===== src/hw/irq_flags_pkg.sv =====
// Shared constants and types for the peripheral interrupt flag block
package irq_flags_pkg;

  // Register bus geometry
  localparam int ADDR_W = 8;
  localparam int DATA_W = 32;

  // Byte offsets of the registers
  localparam logic [7:0] OFS_ENABLE_1 = 8'h00;
  localparam logic [7:0] OFS_ENABLE_2 = 8'h04;
  localparam logic [7:0] OFS_ENABLE_3 = 8'h08;
  localparam logic [7:0] OFS_REQUEST_1 = 8'h0C;
  localparam logic [7:0] OFS_REQUEST_2 = 8'h10;
  localparam logic [7:0] OFS_REQUEST_3 = 8'h14;
  localparam logic [7:0] OFS_CORE_CTRL = 8'h18;
  localparam logic [7:0] OFS_PENDING = 8'h1C;
  localparam logic [7:0] OFS_IRQ_STATUS = 8'h20;
  localparam logic [7:0] OFS_IRQ_MASK = 8'h24;

  // Value of every register after reset
  localparam logic [7:0] REG_RESET = 8'h00;

  // Implemented bits of each register
  localparam logic [7:0] IMPL_ENABLE_1 = 8'hFF;
  localparam logic [7:0] IMPL_ENABLE_2 = 8'hEF;
  localparam logic [7:0] IMPL_ENABLE_3 = 8'h7F;
  localparam logic [7:0] IMPL_REQUEST_1 = 8'hFF;
  localparam logic [7:0] IMPL_REQUEST_2 = 8'hEF;
  localparam logic [7:0] IMPL_REQUEST_3 = 8'h7F;
  localparam logic [7:0] IMPL_CORE_CTRL = 8'hC0;
  localparam logic [7:0] IMPL_IRQ = 8'h07;

  // Read-only flags of the first request register (receive, transmit)
  localparam logic [7:0] RO_REQUEST_1 = 8'h30;
  localparam logic [7:0] RO_NONE = 8'h00;
  localparam int RX_BIT = 5;
  localparam int TX_BIT = 4;

  // Core interrupt control bit positions
  localparam int GLOBAL_EN_BIT = 7;
  localparam int PERIPH_EN_BIT = 6;

  // Interrupt status bits: a flag newly set in request register 1..3
  localparam int STAT_REQ1_BIT = 0;
  localparam int STAT_REQ2_BIT = 1;
  localparam int STAT_REQ3_BIT = 2;

  // One Avalon-MM request as seen by the slave
  typedef struct packed {
    logic [ADDR_W-1:0] address;
    logic read;
    logic write;
    logic [DATA_W-1:0] writedata;
    logic [3:0] byteenable;
  } avmm_req_t;

endpackage : irq_flags_pkg


===== src/hw/peripheral_interrupt_flags.sv =====
// Peripheral interrupt enable and request registers with bus slave
//
// Overview of operation
// - Enable bit 6 gates oscillator generator interrupt
// - Enable bit 5 gates waveform shutdown interrupt
// - Enable bit 4 gates zero-cross interrupt
// - Enable bits 3..0 gate logic cells 4..1
// - Peripheral and core requests need peripheral enable set; irq does not
// - Flags set regardless of enables
// - Serial receive/transmit flags read-only, reset zero
// - First request register writable flag layout
// - Second request register flag layout
// - Third request register mirrors third enable
// - Unimplemented bits ignore writes, read zero
// - Flag one means pending, zero not
// - All bits clear to zero on reset
`timescale 1ns/10ps
`default_nettype none
module peripheral_interrupt_flags (
  // Clock and reset
  input wire logic sys_clk,
  input wire logic reset_n,
  // Avalon-MM slave
  input wire logic [irq_flags_pkg::ADDR_W-1:0] avs_address,
  input wire logic avs_read,
  input wire logic avs_write,
  input wire logic [irq_flags_pkg::DATA_W-1:0] avs_writedata,
  input wire logic [3:0] avs_byteenable,
  output logic [irq_flags_pkg::DATA_W-1:0] avs_readdata,
  output logic avs_waitrequest,
  // Sources of the first request register
  input wire logic t1_gate_evt,
  input wire logic converter_evt,
  input wire logic serial_rx_level,
  input wire logic serial_tx_level,
  input wire logic sync_serial_evt,
  input wire logic capture1_evt,
  input wire logic t2_match_evt,
  input wire logic t1_overflow_evt,
  // Sources of the second request register
  input wire logic osc_fail_evt,
  input wire logic comparator2_evt,
  input wire logic comparator1_evt,
  input wire logic bus_collision_evt,
  input wire logic t6_match_evt,
  input wire logic t4_match_evt,
  input wire logic capture2_evt,
  // Sources of the third request register
  input wire logic osc_gen_evt,
  input wire logic shutdown_evt,
  input wire logic zero_cross_evt,
  input wire logic [3:0] logic_cell_evt,
  // Requests toward the core and the system
  output logic periph_irq_req,
  output logic core_irq_req,
  output logic irq
);

  // Bus request bundle and handshake
  irq_flags_pkg::avmm_req_t bus_req;
  logic capture;
  logic wr_commit;
  logic wr_ok;
  logic [7:0] wr_byte;

  // Software-owned registers
  logic [7:0] enable_1_reg;
  logic [7:0] enable_2_reg;
  logic [7:0] enable_3_reg;
  logic [7:0] core_ctrl_reg;
  logic [7:0] irq_status_reg;
  logic [7:0] irq_mask_reg;
  logic [7:0] irq_status_next;
  logic [irq_flags_pkg::DATA_W-1:0] readdata_reg;
  logic [7:0] rd_value;

  // Request flag banks
  logic [7:0] request_1;
  logic [7:0] request_2;
  logic [7:0] request_3;
  logic [7:0] evt_1;
  logic [7:0] evt_2;
  logic [7:0] evt_3;
  logic [7:0] ro_1;
  logic new_1;
  logic new_2;
  logic new_3;

  // Named enable and flag fields
  logic osc_gen_irq_en;
  logic shutdown_irq_en;
  logic zero_cross_irq_en;
  logic logic_cell4_irq_en;
  logic logic_cell3_irq_en;
  logic logic_cell2_irq_en;
  logic logic_cell1_irq_en;
  logic global_irq_en;
  logic periph_global_en;
  logic serial_rx_flag;
  logic serial_tx_flag;
  logic [7:0] enables_3;
  logic [7:0] pending_1;
  logic [7:0] pending_2;
  logic [7:0] pending_3;
  logic [7:0] pending_sum;

  // Write strobes per register
  logic wr_en1;
  logic wr_en2;
  logic wr_en3;
  logic wr_rq1;
  logic wr_rq2;
  logic wr_rq3;
  logic wr_core;
  logic wr_stat;
  logic wr_mask;

  // Bundle the bus signals for the handshake module
  assign bus_req = '{address: avs_address, read: avs_read,
                     write: avs_write, writedata: avs_writedata,
                     byteenable: avs_byteenable};

  avmm_wait_slave u_slave (
    .sys_clk(sys_clk),
    .reset_n(reset_n),
    .req(bus_req),
    .waitrequest(avs_waitrequest),
    .capture(capture),
    .wr_commit(wr_commit)
  );

  // Only the low byte lane carries register data
  assign wr_ok = wr_commit & bus_req.byteenable[0];
  assign wr_byte = bus_req.writedata[7:0];

  // Address decode for writes; unmapped addresses are ignored
  assign wr_en1 = wr_ok & (bus_req.address == irq_flags_pkg::OFS_ENABLE_1);
  assign wr_en2 = wr_ok & (bus_req.address == irq_flags_pkg::OFS_ENABLE_2);
  assign wr_en3 = wr_ok & (bus_req.address == irq_flags_pkg::OFS_ENABLE_3);
  assign wr_rq1 = wr_ok & (bus_req.address == irq_flags_pkg::OFS_REQUEST_1);
  assign wr_rq2 = wr_ok & (bus_req.address == irq_flags_pkg::OFS_REQUEST_2);
  assign wr_rq3 = wr_ok & (bus_req.address == irq_flags_pkg::OFS_REQUEST_3);
  assign wr_core = wr_ok & (bus_req.address == irq_flags_pkg::OFS_CORE_CTRL);
  assign wr_stat = wr_ok & (bus_req.address == irq_flags_pkg::OFS_IRQ_STATUS);
  assign wr_mask = wr_ok & (bus_req.address == irq_flags_pkg::OFS_IRQ_MASK);

  // Enable registers; unimplemented bits never store
  always_ff @(posedge sys_clk) begin
    if (!reset_n) begin
      enable_1_reg <= irq_flags_pkg::REG_RESET;
      enable_2_reg <= irq_flags_pkg::REG_RESET;
      enable_3_reg <= irq_flags_pkg::REG_RESET;
    end else begin
      if (wr_en1) begin
        enable_1_reg <= wr_byte & irq_flags_pkg::IMPL_ENABLE_1;
      end
      if (wr_en2) begin
        enable_2_reg <= wr_byte & irq_flags_pkg::IMPL_ENABLE_2;
      end
      // Top bit of the third enable register is never stored
      if (wr_en3) begin
        enable_3_reg <= wr_byte & irq_flags_pkg::IMPL_ENABLE_3;
      end
    end
  end

  // Core interrupt control: global and peripheral enables
  always_ff @(posedge sys_clk) begin
    if (!reset_n) begin
      core_ctrl_reg <= irq_flags_pkg::REG_RESET;
    end else if (wr_core) begin
      core_ctrl_reg <= wr_byte & irq_flags_pkg::IMPL_CORE_CTRL;
    end
  end

  // Enable fields of the third enable register
  assign osc_gen_irq_en = enable_3_reg[6];
  assign shutdown_irq_en = enable_3_reg[5];
  assign zero_cross_irq_en = enable_3_reg[4];
  assign logic_cell4_irq_en = enable_3_reg[3];
  assign logic_cell3_irq_en = enable_3_reg[2];
  assign logic_cell2_irq_en = enable_3_reg[1];
  assign logic_cell1_irq_en = enable_3_reg[0];
  // Global and peripheral enables of the core control register
  assign global_irq_en = core_ctrl_reg[irq_flags_pkg::GLOBAL_EN_BIT];
  assign periph_global_en = core_ctrl_reg[irq_flags_pkg::PERIPH_EN_BIT];

  // Event vectors in register bit order, bit 7 first
  assign evt_1 = {t1_gate_evt, converter_evt, 2'b00, sync_serial_evt,
                  capture1_evt, t2_match_evt, t1_overflow_evt};
  assign evt_2 = {osc_fail_evt, comparator2_evt, comparator1_evt, 1'b0,
                  bus_collision_evt, t6_match_evt, t4_match_evt,
                  capture2_evt};
  // Top bit of the third bank has no source
  assign evt_3 = {1'b0, osc_gen_evt, shutdown_evt, zero_cross_evt,
                  logic_cell_evt};

  // Serial flags follow the serial port's own levels
  always_comb begin
    ro_1 = 8'h00;
    ro_1[irq_flags_pkg::RX_BIT] = serial_rx_level;
    ro_1[irq_flags_pkg::TX_BIT] = serial_tx_level;
  end

  // First request register with two read-only flags
  irq_flag_bank #(
    .IMPL(irq_flags_pkg::IMPL_REQUEST_1),
    .RO(irq_flags_pkg::RO_REQUEST_1)
  ) u_request_1 (
    .sys_clk(sys_clk),
    .reset_n(reset_n),
    .wr_en(wr_rq1),
    .wr_data(wr_byte),
    .set_evt(evt_1),
    .ro_level(ro_1),
    .flags_reg(request_1),
    .new_set(new_1)
  );

  // Second request register
  irq_flag_bank #(
    .IMPL(irq_flags_pkg::IMPL_REQUEST_2),
    .RO(irq_flags_pkg::RO_NONE)
  ) u_request_2 (
    .sys_clk(sys_clk),
    .reset_n(reset_n),
    .wr_en(wr_rq2),
    .wr_data(wr_byte),
    .set_evt(evt_2),
    .ro_level(8'h00),
    .flags_reg(request_2),
    .new_set(new_2)
  );

  // Third request register
  irq_flag_bank #(
    .IMPL(irq_flags_pkg::IMPL_REQUEST_3),
    .RO(irq_flags_pkg::RO_NONE)
  ) u_request_3 (
    .sys_clk(sys_clk),
    .reset_n(reset_n),
    .wr_en(wr_rq3),
    .wr_data(wr_byte),
    .set_evt(evt_3),
    .ro_level(8'h00),
    .flags_reg(request_3),
    .new_set(new_3)
  );

  // Serial flags picked out for the pending logic
  assign serial_rx_flag = request_1[irq_flags_pkg::RX_BIT];
  assign serial_tx_flag = request_1[irq_flags_pkg::TX_BIT];

  // Pending where a flag meets its enable; a set flag means pending
  assign enables_3 = {1'b0, osc_gen_irq_en, shutdown_irq_en,
                      zero_cross_irq_en, logic_cell4_irq_en,
                      logic_cell3_irq_en, logic_cell2_irq_en,
                      logic_cell1_irq_en};
  always_comb begin
    pending_1 = request_1 & enable_1_reg;
    pending_1[irq_flags_pkg::RX_BIT] =
      serial_rx_flag & enable_1_reg[irq_flags_pkg::RX_BIT];
    pending_1[irq_flags_pkg::TX_BIT] =
      serial_tx_flag & enable_1_reg[irq_flags_pkg::TX_BIT];
  end
  // Second and third banks meet their enables bit for bit
  assign pending_2 = request_2 & enable_2_reg;
  assign pending_3 = request_3 & enables_3;
  // Summary: one bit for each request register
  assign pending_sum = {5'b0_0000, |pending_3, |pending_2, |pending_1};

  // Peripheral request to the core, gated by the peripheral enable
  assign periph_irq_req = periph_global_en
                        & (|pending_sum);
  // The core also needs the global enable
  assign core_irq_req = global_irq_en & periph_irq_req;

  // Sticky status; a new flag wins over a write-one clear
  always_comb begin
    irq_status_next = irq_status_reg;
    // Write-one clear first, so events applied after it win
    if (wr_stat) begin
      irq_status_next = irq_status_reg & ~wr_byte;
    end
    irq_status_next[irq_flags_pkg::STAT_REQ1_BIT] =
      irq_status_next[irq_flags_pkg::STAT_REQ1_BIT] | new_1;
    irq_status_next[irq_flags_pkg::STAT_REQ2_BIT] =
      irq_status_next[irq_flags_pkg::STAT_REQ2_BIT] | new_2;
    irq_status_next[irq_flags_pkg::STAT_REQ3_BIT] =
      irq_status_next[irq_flags_pkg::STAT_REQ3_BIT] | new_3;
    // Keep only the three status bits
    irq_status_next = irq_status_next & irq_flags_pkg::IMPL_IRQ;
  end

  // Status and mask storage
  always_ff @(posedge sys_clk) begin
    if (!reset_n) begin
      irq_status_reg <= irq_flags_pkg::REG_RESET;
      irq_mask_reg <= irq_flags_pkg::REG_RESET;
    end else begin
      irq_status_reg <= irq_status_next;
      if (wr_mask) begin
        irq_mask_reg <= wr_byte & irq_flags_pkg::IMPL_IRQ;
      end
    end
  end

  // System interrupt: level while any unmasked status bit is set
  assign irq = |(irq_status_reg & irq_mask_reg);

  // Read multiplexer; unmapped or unused bits read as zero
  always_comb begin
    unique case (bus_req.address)
      irq_flags_pkg::OFS_ENABLE_1: rd_value = enable_1_reg;
      irq_flags_pkg::OFS_ENABLE_2: rd_value = enable_2_reg;
      irq_flags_pkg::OFS_ENABLE_3: rd_value = enable_3_reg;
      irq_flags_pkg::OFS_REQUEST_1: rd_value = request_1;
      irq_flags_pkg::OFS_REQUEST_2: rd_value = request_2;
      irq_flags_pkg::OFS_REQUEST_3: rd_value = request_3;
      irq_flags_pkg::OFS_CORE_CTRL: rd_value = core_ctrl_reg;
      irq_flags_pkg::OFS_PENDING: rd_value = pending_sum;
      irq_flags_pkg::OFS_IRQ_STATUS: rd_value = irq_status_reg;
      irq_flags_pkg::OFS_IRQ_MASK: rd_value = irq_mask_reg;
      default: rd_value = 8'h00;
    endcase
  end

  // Read data captured in the wait cycle, held until the next read
  always_ff @(posedge sys_clk) begin
    if (!reset_n) begin
      readdata_reg <= 32'h0000_0000;
    end else if (capture && bus_req.read) begin
      readdata_reg <= {24'h00_0000, rd_value};
    end
  end

  // Upper lanes of read data are always zero
  assign avs_readdata = readdata_reg;

endmodule : peripheral_interrupt_flags
`default_nettype wire


===== src/hw/avmm_wait_slave.sv =====
// Avalon-MM handshake: one wait cycle, then the access completes
`timescale 1ns/10ps
`default_nettype none
module avmm_wait_slave (
  // Clock and reset
  input wire logic sys_clk,
  input wire logic reset_n,
  // Request from the master
  input wire irq_flags_pkg::avmm_req_t req,
  // Handshake and strobes
  output logic waitrequest,
  output logic capture,
  output logic wr_commit
);

  logic ack_reg;
  logic ack_next;
  logic active;

  // Any access in progress
  assign active = req.read | req.write;
  // First cycle of an access: stall and let read data be captured
  assign ack_next = active & ~ack_reg;
  assign capture = ack_next;
  assign waitrequest = active & ~ack_reg;
  // Write takes effect on the edge where waitrequest is seen low
  assign wr_commit = req.write & ack_reg;

  // Acknowledge flag, high for the second cycle of each access
  always_ff @(posedge sys_clk) begin
    if (!reset_n) begin
      ack_reg <= 1'b0;
    end else begin
      ack_reg <= ack_next;
    end
  end

endmodule : avmm_wait_slave
`default_nettype wire


===== src/hw/irq_flag_bank.sv =====
// One eight-bit bank of interrupt request flags
`timescale 1ns/10ps
`default_nettype none
module irq_flag_bank #(
  parameter logic [7:0] IMPL = 8'hFF,
  parameter logic [7:0] RO = 8'h00
) (
  // Clock and reset
  input wire logic sys_clk,
  input wire logic reset_n,
  // Software write
  input wire logic wr_en,
  input wire logic [7:0] wr_data,
  // Hardware sources
  input wire logic [7:0] set_evt,
  input wire logic [7:0] ro_level,
  // State
  output logic [7:0] flags_reg,
  output logic new_set
);

  logic [7:0] wmask;
  logic [7:0] flags_next;
  logic [7:0] held;

  assign wmask = IMPL & ~RO;
  // Software value, or the old one when no write
  assign held = wr_en ? wr_data : flags_reg;
  // Events OR in after the write so a set beats a clear
  assign flags_next = (held & wmask) | (set_evt & wmask)
                    | (ro_level & RO & IMPL);
  // Any flag going from clear to set
  assign new_set = |(flags_next & ~flags_reg);

  // Flag storage
  always_ff @(posedge sys_clk) begin
    if (!reset_n) begin
      flags_reg <= irq_flags_pkg::REG_RESET;
    end else begin
      flags_reg <= flags_next;
    end
  end

endmodule : irq_flag_bank
`default_nettype wire


===== config.mk =====
export PLATFORM = sky130hd
export DESIGN_NAME = peripheral_interrupt_flags
export DESIGN_NICKNAME = d
export VERILOG_FILES = /design/src/hw/irq_flags_pkg.sv /design/src/hw/peripheral_interrupt_flags.sv /design/src/hw/avmm_wait_slave.sv /design/src/hw/irq_flag_bank.sv
export SDC_FILE = /design/constraint.sdc
export NUM_CORES = 1
export LEC_CHECK = 0
export ABC_CLOCK_PERIOD_IN_PS = 2100
export BUFFER_PORTS_ARGS = -buffer_cell sky130_fd_sc_hd__buf_4
export CAP_MARGIN = 10
export CORE_ASPECT_RATIO = 0.9
export CORE_UTILIZATION = 25
export DETAILED_ROUTE_END_ITERATION = 12
export GPL_ROUTABILITY_DRIVEN = 0
export PLACE_DENSITY = 0.48
export SYNTH_ARGS = -nofsm -noshare
export SYNTH_HDL_FRONTEND = slang
export SYNTH_SLANG_ARGS = --single-unit

===== constraint.sdc =====
create_clock -name sys_clk -period 2.1 [get_ports sys_clk]
set_input_delay 0.42 -clock sys_clk [delete_from_list [all_inputs] [get_ports sys_clk]]
set_output_delay 0.42 -clock sys_clk [all_outputs]
set_load 0.02 [all_outputs]

Word level (Yosys, flattened, before mapping)

Cells that the tools add are included.

Register bits: 62
Latch bits: 0
RAM bits: 0
Bits in read-only memories: 0
Input port bits: 70
Output and inout port bits: 36
Word-level logic and storage cells: 72
Memories kept: 0

Add/sub/neg operators: 0
$mul: 0
Div/mod/pow operators: 0
$lt $le $gt $ge: 0
Equality and inequality tests: 9
Shift-type cells: 0
Multiplexer cells: 5
Bitwise gates (word level): 37
Reduce and logical (&&, ||, !) cells: 10

Operators with widths:

| kind                 | count |
|---|---|
| $pmux W8 S10         | 1 |
| $reduce_or A8 Y1     | 7 |
| $and A8 B8 Y8        | 4 |
| $eq A8 B5 Y1 const B | 4 |
| $reduce_or A24 Y1    | 1 |
| $and A1 B1 Y1        | 16 |
| $eq A8 B4 Y1 const B | 2 |
| $eq A8 B6 Y1 const B | 2 |
| $mux W8              | 2 |
| $not A8 Y8           | 2 |
| $or A8 B8 Y8         | 2 |
| $and A7 B8 Y8        | 1 |
| $eq A8 B3 Y1 const B | 1 |
| $logic_not A8 Y1     | 1 |
| $not A7 Y8           | 1 |
| $or A8 B6 Y8         | 1 |
| $and A7 B7 Y7        | 1 |
| $mux W7              | 1 |
| $or A7 B7 Y7         | 1 |
| $and A3 B3 Y3        | 2 |
| $or A1 B1 Y1         | 4 |
| $mux W3              | 1 |
| $not A3 Y3           | 1 |
| $logic_and A1 B1 Y1  | 1 |
| $not A1 Y1           | 1 |

Logic depth before layout (Yosys ltp)

Word-level depth: 9
Depth in mapped cells: 7
Gate-level depth less buffers: 5

Cells and area by module

Synthesis repeated with hierarchy kept, for this count alone.

Cell total of the unflattened synthesis: 398
Area, all modules: 3515.9 um^2

Modules (own cells, without submodules):

| module                           | times used | cells each | area each (um^2) | sequential area each (um^2) |
|---|---|---|---|---|
| peripheral_interrupt_flags       | 1          | 280        | 2434.8           | 760.7 |
| irq_flag_bank at u_request_2 ... | 2          | 38         | 337.8            | 140.1 |
| irq_flag_bank at u_request_1     | 1          | 36         | 350.3            | 160.2 |
| avmm_wait_slave                  | 1          | 6          | 55.1             | 20.0 |

Worst setup path before layout

No wires, ideal clock.

Path kind: input -> register
Start point: input port avs_address[2] (netlist name)
End point: register u_request_2.flags_reg[1]
Setup time: 115 ps
Data arrival time: 1921 ps
Required time: 1985 ps
Path slack: 64 ps
Cell stages on the path: 6
Buffers on the path: 1
Path through: buf_6 -> nor4_4 -> nand2_1 -> nor2_2 -> mux2_2 -> o21a_1

Cells in the longest elaborated chain, start to end: 4

Ends and longest elaborated chain:

| what                   | line                              | RTL |
|---|---|---|
| start: declaration     | peripheral_interrupt_flags.sv:24  | `input wire logic [irq_flags_pkg::ADDR_W-1:0] avs_address,` |
| $eq A8 B5 Y1           | peripheral_interrupt_flags.sv:141 | `assign wr_rq2 = wr_ok & (bus_req.address == irq_flags_pkg::OFS_REQUEST_2);` |
| $and A1 B1 Y1          | peripheral_interrupt_flags.sv:141 |  |
| $mux W8                | irq_flag_bank.sv:28               | `assign held = wr_en ? wr_data : flags_reg;` |
| $or A8 B8 Y8           | irq_flag_bank.sv:30               | `assign flags_next = (held & wmask) \| (set_evt & wmask)` |
| end signal: assignment | irq_flag_bank.sv:38               | `flags_reg <= irq_flags_pkg::REG_RESET;` |
| end signal: assignment | irq_flag_bank.sv:40               | `flags_reg <= flags_next;` |
| end: declaration       | irq_flag_bank.sv:18               | `output logic [7:0] flags_reg,` |

Every way passes these cells.
A chain may end at the register's enable or synchronous reset.

Worst setup path in the final report

Start point: register enable_2_reg[6]
End point: output port periph_irq_req

Cells in the longest elaborated chain, start to end: 3

Ends and longest elaborated chain:

| what                     | line                              | RTL |
|---|---|---|
| start: declaration       | peripheral_interrupt_flags.sv:68  | `logic [7:0] enable_2_reg;` |
| start signal: assignment | peripheral_interrupt_flags.sv:151 | `enable_2_reg <= irq_flags_pkg::REG_RESET;` |
| start signal: assignment | peripheral_interrupt_flags.sv:158 | `enable_2_reg <= wr_byte & irq_flags_pkg::IMPL_ENABLE_2;` |
| $and A8 B8 Y8            | peripheral_interrupt_flags.sv:267 | `assign pending_2 = request_2 & enable_2_reg;` |
| $reduce_or A24 Y1        | peripheral_interrupt_flags.sv:274 | `& (\|pending_sum);` |
| $and A1 B1 Y1            | peripheral_interrupt_flags.sv:274 |  |
| end: declaration         | peripheral_interrupt_flags.sv:54  | `output logic periph_irq_req,` |

Every way passes these cells.

==> metrics.cfg <==
[global_routing]
grtUsageTotal_pct=17.1
grt_pass1_vias=3092
grt_first_pass_wirelength_mm=18.3
grt_max_degree=53
gr-total-overflow=0
antenna_found_initial=0

[yosys]
synth_ff_type=dfxtp_1
synth.distinct_cells=50
synthAdderAreaFrac_pct=0
yosysTopAreaCell=dfxtp_1
yosys.area_share.simple_pct=17.9
netlist_area_sq_um=3530
ys_warn_count=0
synth-compound-area-share_pct=21.1
synth-async-reset-ratio_pct=0
yosysTopAreaCellShare_pct=34.6
ys_ff_latch=61
synthTopCellsByArea=dfxtp_1 (35%), mux2i_1 (11%), buf_4 (5.1%)
synth.area.mux_share_pct=15.9
synth_enable_flop_cells=0
synth_xor_area_share_pct=0
syn-mean-instance-area_sq_um=8.93
syn_inst=395
synth_top_family_by_area=compound AO/OA/AOI/OAI gates
seq_area_frac_synth_pct=34.6

[placed_design]
port_buffers=54
place_hpwl_mm=9.13

[final_layout]
area_growth_pct=32.8
utilization_pct=34.5
nets=556
seqCellArea_sq_um=1220
drive_above_1_share_pct=28.1
multiInputGateArea_sq_um=2030
n_fill_cell=1418
diodes=0

[timing]
fin_ws_ns=-0.136
fmax_mhz=447
max_slew_margin_pct=43.6
finalCriticalPeriod_ns=2.24
skew_ns=0.00815
setup_viol=2
fin_hold_ws_ns=0.297
finalMaxSlewViolations=0
hold_viol=0
tightestPinTransition_ns=0.838
finalSetupTns_ns=-0.257
rsz0062_at_grt=yes
finalCritPeriodShare_pct=106

[clock_network]
hold_buffers=0
cts_buffers=9
h-tree-depth=3
tritoncts=yes
clock-sinks=61
cts_buffer_depth=2
clkLatencyLatePin_ns=0.34
cts_root_buf=clkbuf_16
path_clk_slew_ns=0.05

[power_and_ir_drop]
leakage_nw=1.98
p_total_mw=3.39
p_per_area_nw_per_um2=724
vdd.ir_drop.worst_mv=0.624

[die]
dieArea_sq_um=14600
io-pin-count=106
die_h_um=115
die_w_um=127
start_util_pct=26.0
core_sq_um=13600
rows=40

[drt]
drtPass1Iterations=5
drc=0
routed_wl_mm=11.9
avgViaCountPerCell=4.95
antenna_left=0
vias=3364
wl_per_cell_um=17.5
drtIter0Drc=260

[critical_path]
critPathRequiredTime_ns=1.68
cp_max_fo=3
r2r_cells=5
worstSetupPathType=flop to primary output
start_kind=flop
cp_data_arrival_time_ns=1.82
endpoint_kind=primary output

[flow_run]
maxCapViolations=0

[status]
status=finished, violations left
violations=negative setup slack

[worst_hold_path]
worstHoldPathCells=2
hold_path_class=primary input to flop

where the power goes:
group	total (mW)	internal, mW	switching (mW)
Sequential	1.22	1.19	0.0309
Clock	1.74	1.16	0.573
Combinational	0.426	0.184	0.242
cells in the mapped netlist (2+ instances only):
library cell / n
dfxtp_1: 61
mux2i_1: 38
inv_1: 33
nand2_1: 31
buf_4: 24
nor2b_1: 22
o21a_1: 17
a21boi_0: 16
nor2_1: 13
o22ai_1: 13
o21ai_0: 12
a22oi_1: 11
nand3_1: 11
mux2_2: 10
clkbuf_1: 9
nor3_1: 6
a222oi_1: 5
nand4_1: 5
o31a_1: 5
a21oi_1: 4
a221oi_1: 4
a22o_1: 3
a32oi_1: 3
and2_1: 3
mux4_2: 3
a21o_1: 2
a41oi_1: 2
buf_2: 2
nand3b_1: 2
nor3_4: 2
nor4_1: 2
nor4b_1: 2
o221ai_1: 2
area by class of cell:
cell class              count  area share, %
multi-input cells         287           43.4
repair buffers             94           15.3
clock inverters             7           2.59
flip-flops and latches     61           26.2
inverters                  33           2.65
clock buffers               9           4.81
well taps                 189           5.05
metrics by stage:
step / worst slack, ns / cell area [sq um] / instances
after global routing: -0.210 / 4680 / 680
final: -0.136 / 4680 / 680
after global placement: -0.0123 / 4320 / 663
after CTS: -0.151 / 4680 / 680
after floorplan: 0.0644 / 3610 / 418
after detailed placement: 0.0293 / 4320 / 663
repair_timing:
action / CTS / global route
gates cloned: 0 / 0
pin swaps: 5 / 4
setup endpoints to repair: 2 / 2
endpoints found under the hold margin: 0 / 0
gates resized for setup: 3 / 1
buffers inserted: 1 / 0
worst max-delay path, cell delays in order, from the launching register on:
cell	delay, ns
dfxtp_2	0.34
a222oi_1	0.34
nand3_1	0.24
nor3_2	0.30
nor2b_1	0.09
buf_4	0.16
worst paths after layout:
path,to,start,slack (ns)
setup / recovery,periph_irq_req,enable_2_reg[6],-0.14
hold / removal,u_request_1.flags_reg[5],serial_rx_level,0.30
setup reg to reg,u_request_2.flags_reg[0],u_slave.ack_reg,0.32
hold reg to reg,avs_readdata[3],avs_readdata[3],0.46
routing by layer:
metal  up-vias  wire, um  global-route usage, %
li1       1574         -                      -
met1      1629      5790                   23.9
met2       149      5120                   26.0
met3        12       843                   3.74
met4         0       150                   5.24
met5         -         0                      0
cells in the final DEF, fill, tap and decap left out, drive strengths merged, types with 4 or more instances in the layout:
cell type,instances
nand4,5
o21ai,12
mux2i,38
nor2b,22
a22oi,11
a21oi,4
a221oi,4
nand2,32
clkbuf,9
a222oi,5
mux2,10
inv,34
buf,94
nor2,14
o21a,17
nor3,8
o31a,5
nand3,12
dfxtp,61
conb,24
o22ai,13
a21boi,16
kinds of logic (layout without fill, tap and decap cells):
| logic type | after synthesis | in the layout |
|---|---|---|
| buf+inv | 70 | 143 |
| simple gates | 110 | 110 |
| compound gates | 102 | 102 |
| other cells | 1 | 24 |
| mux | 51 | 51 |
| flops | 61 | 61 |
No activity file was read; power rests on OpenSTA's default activity.
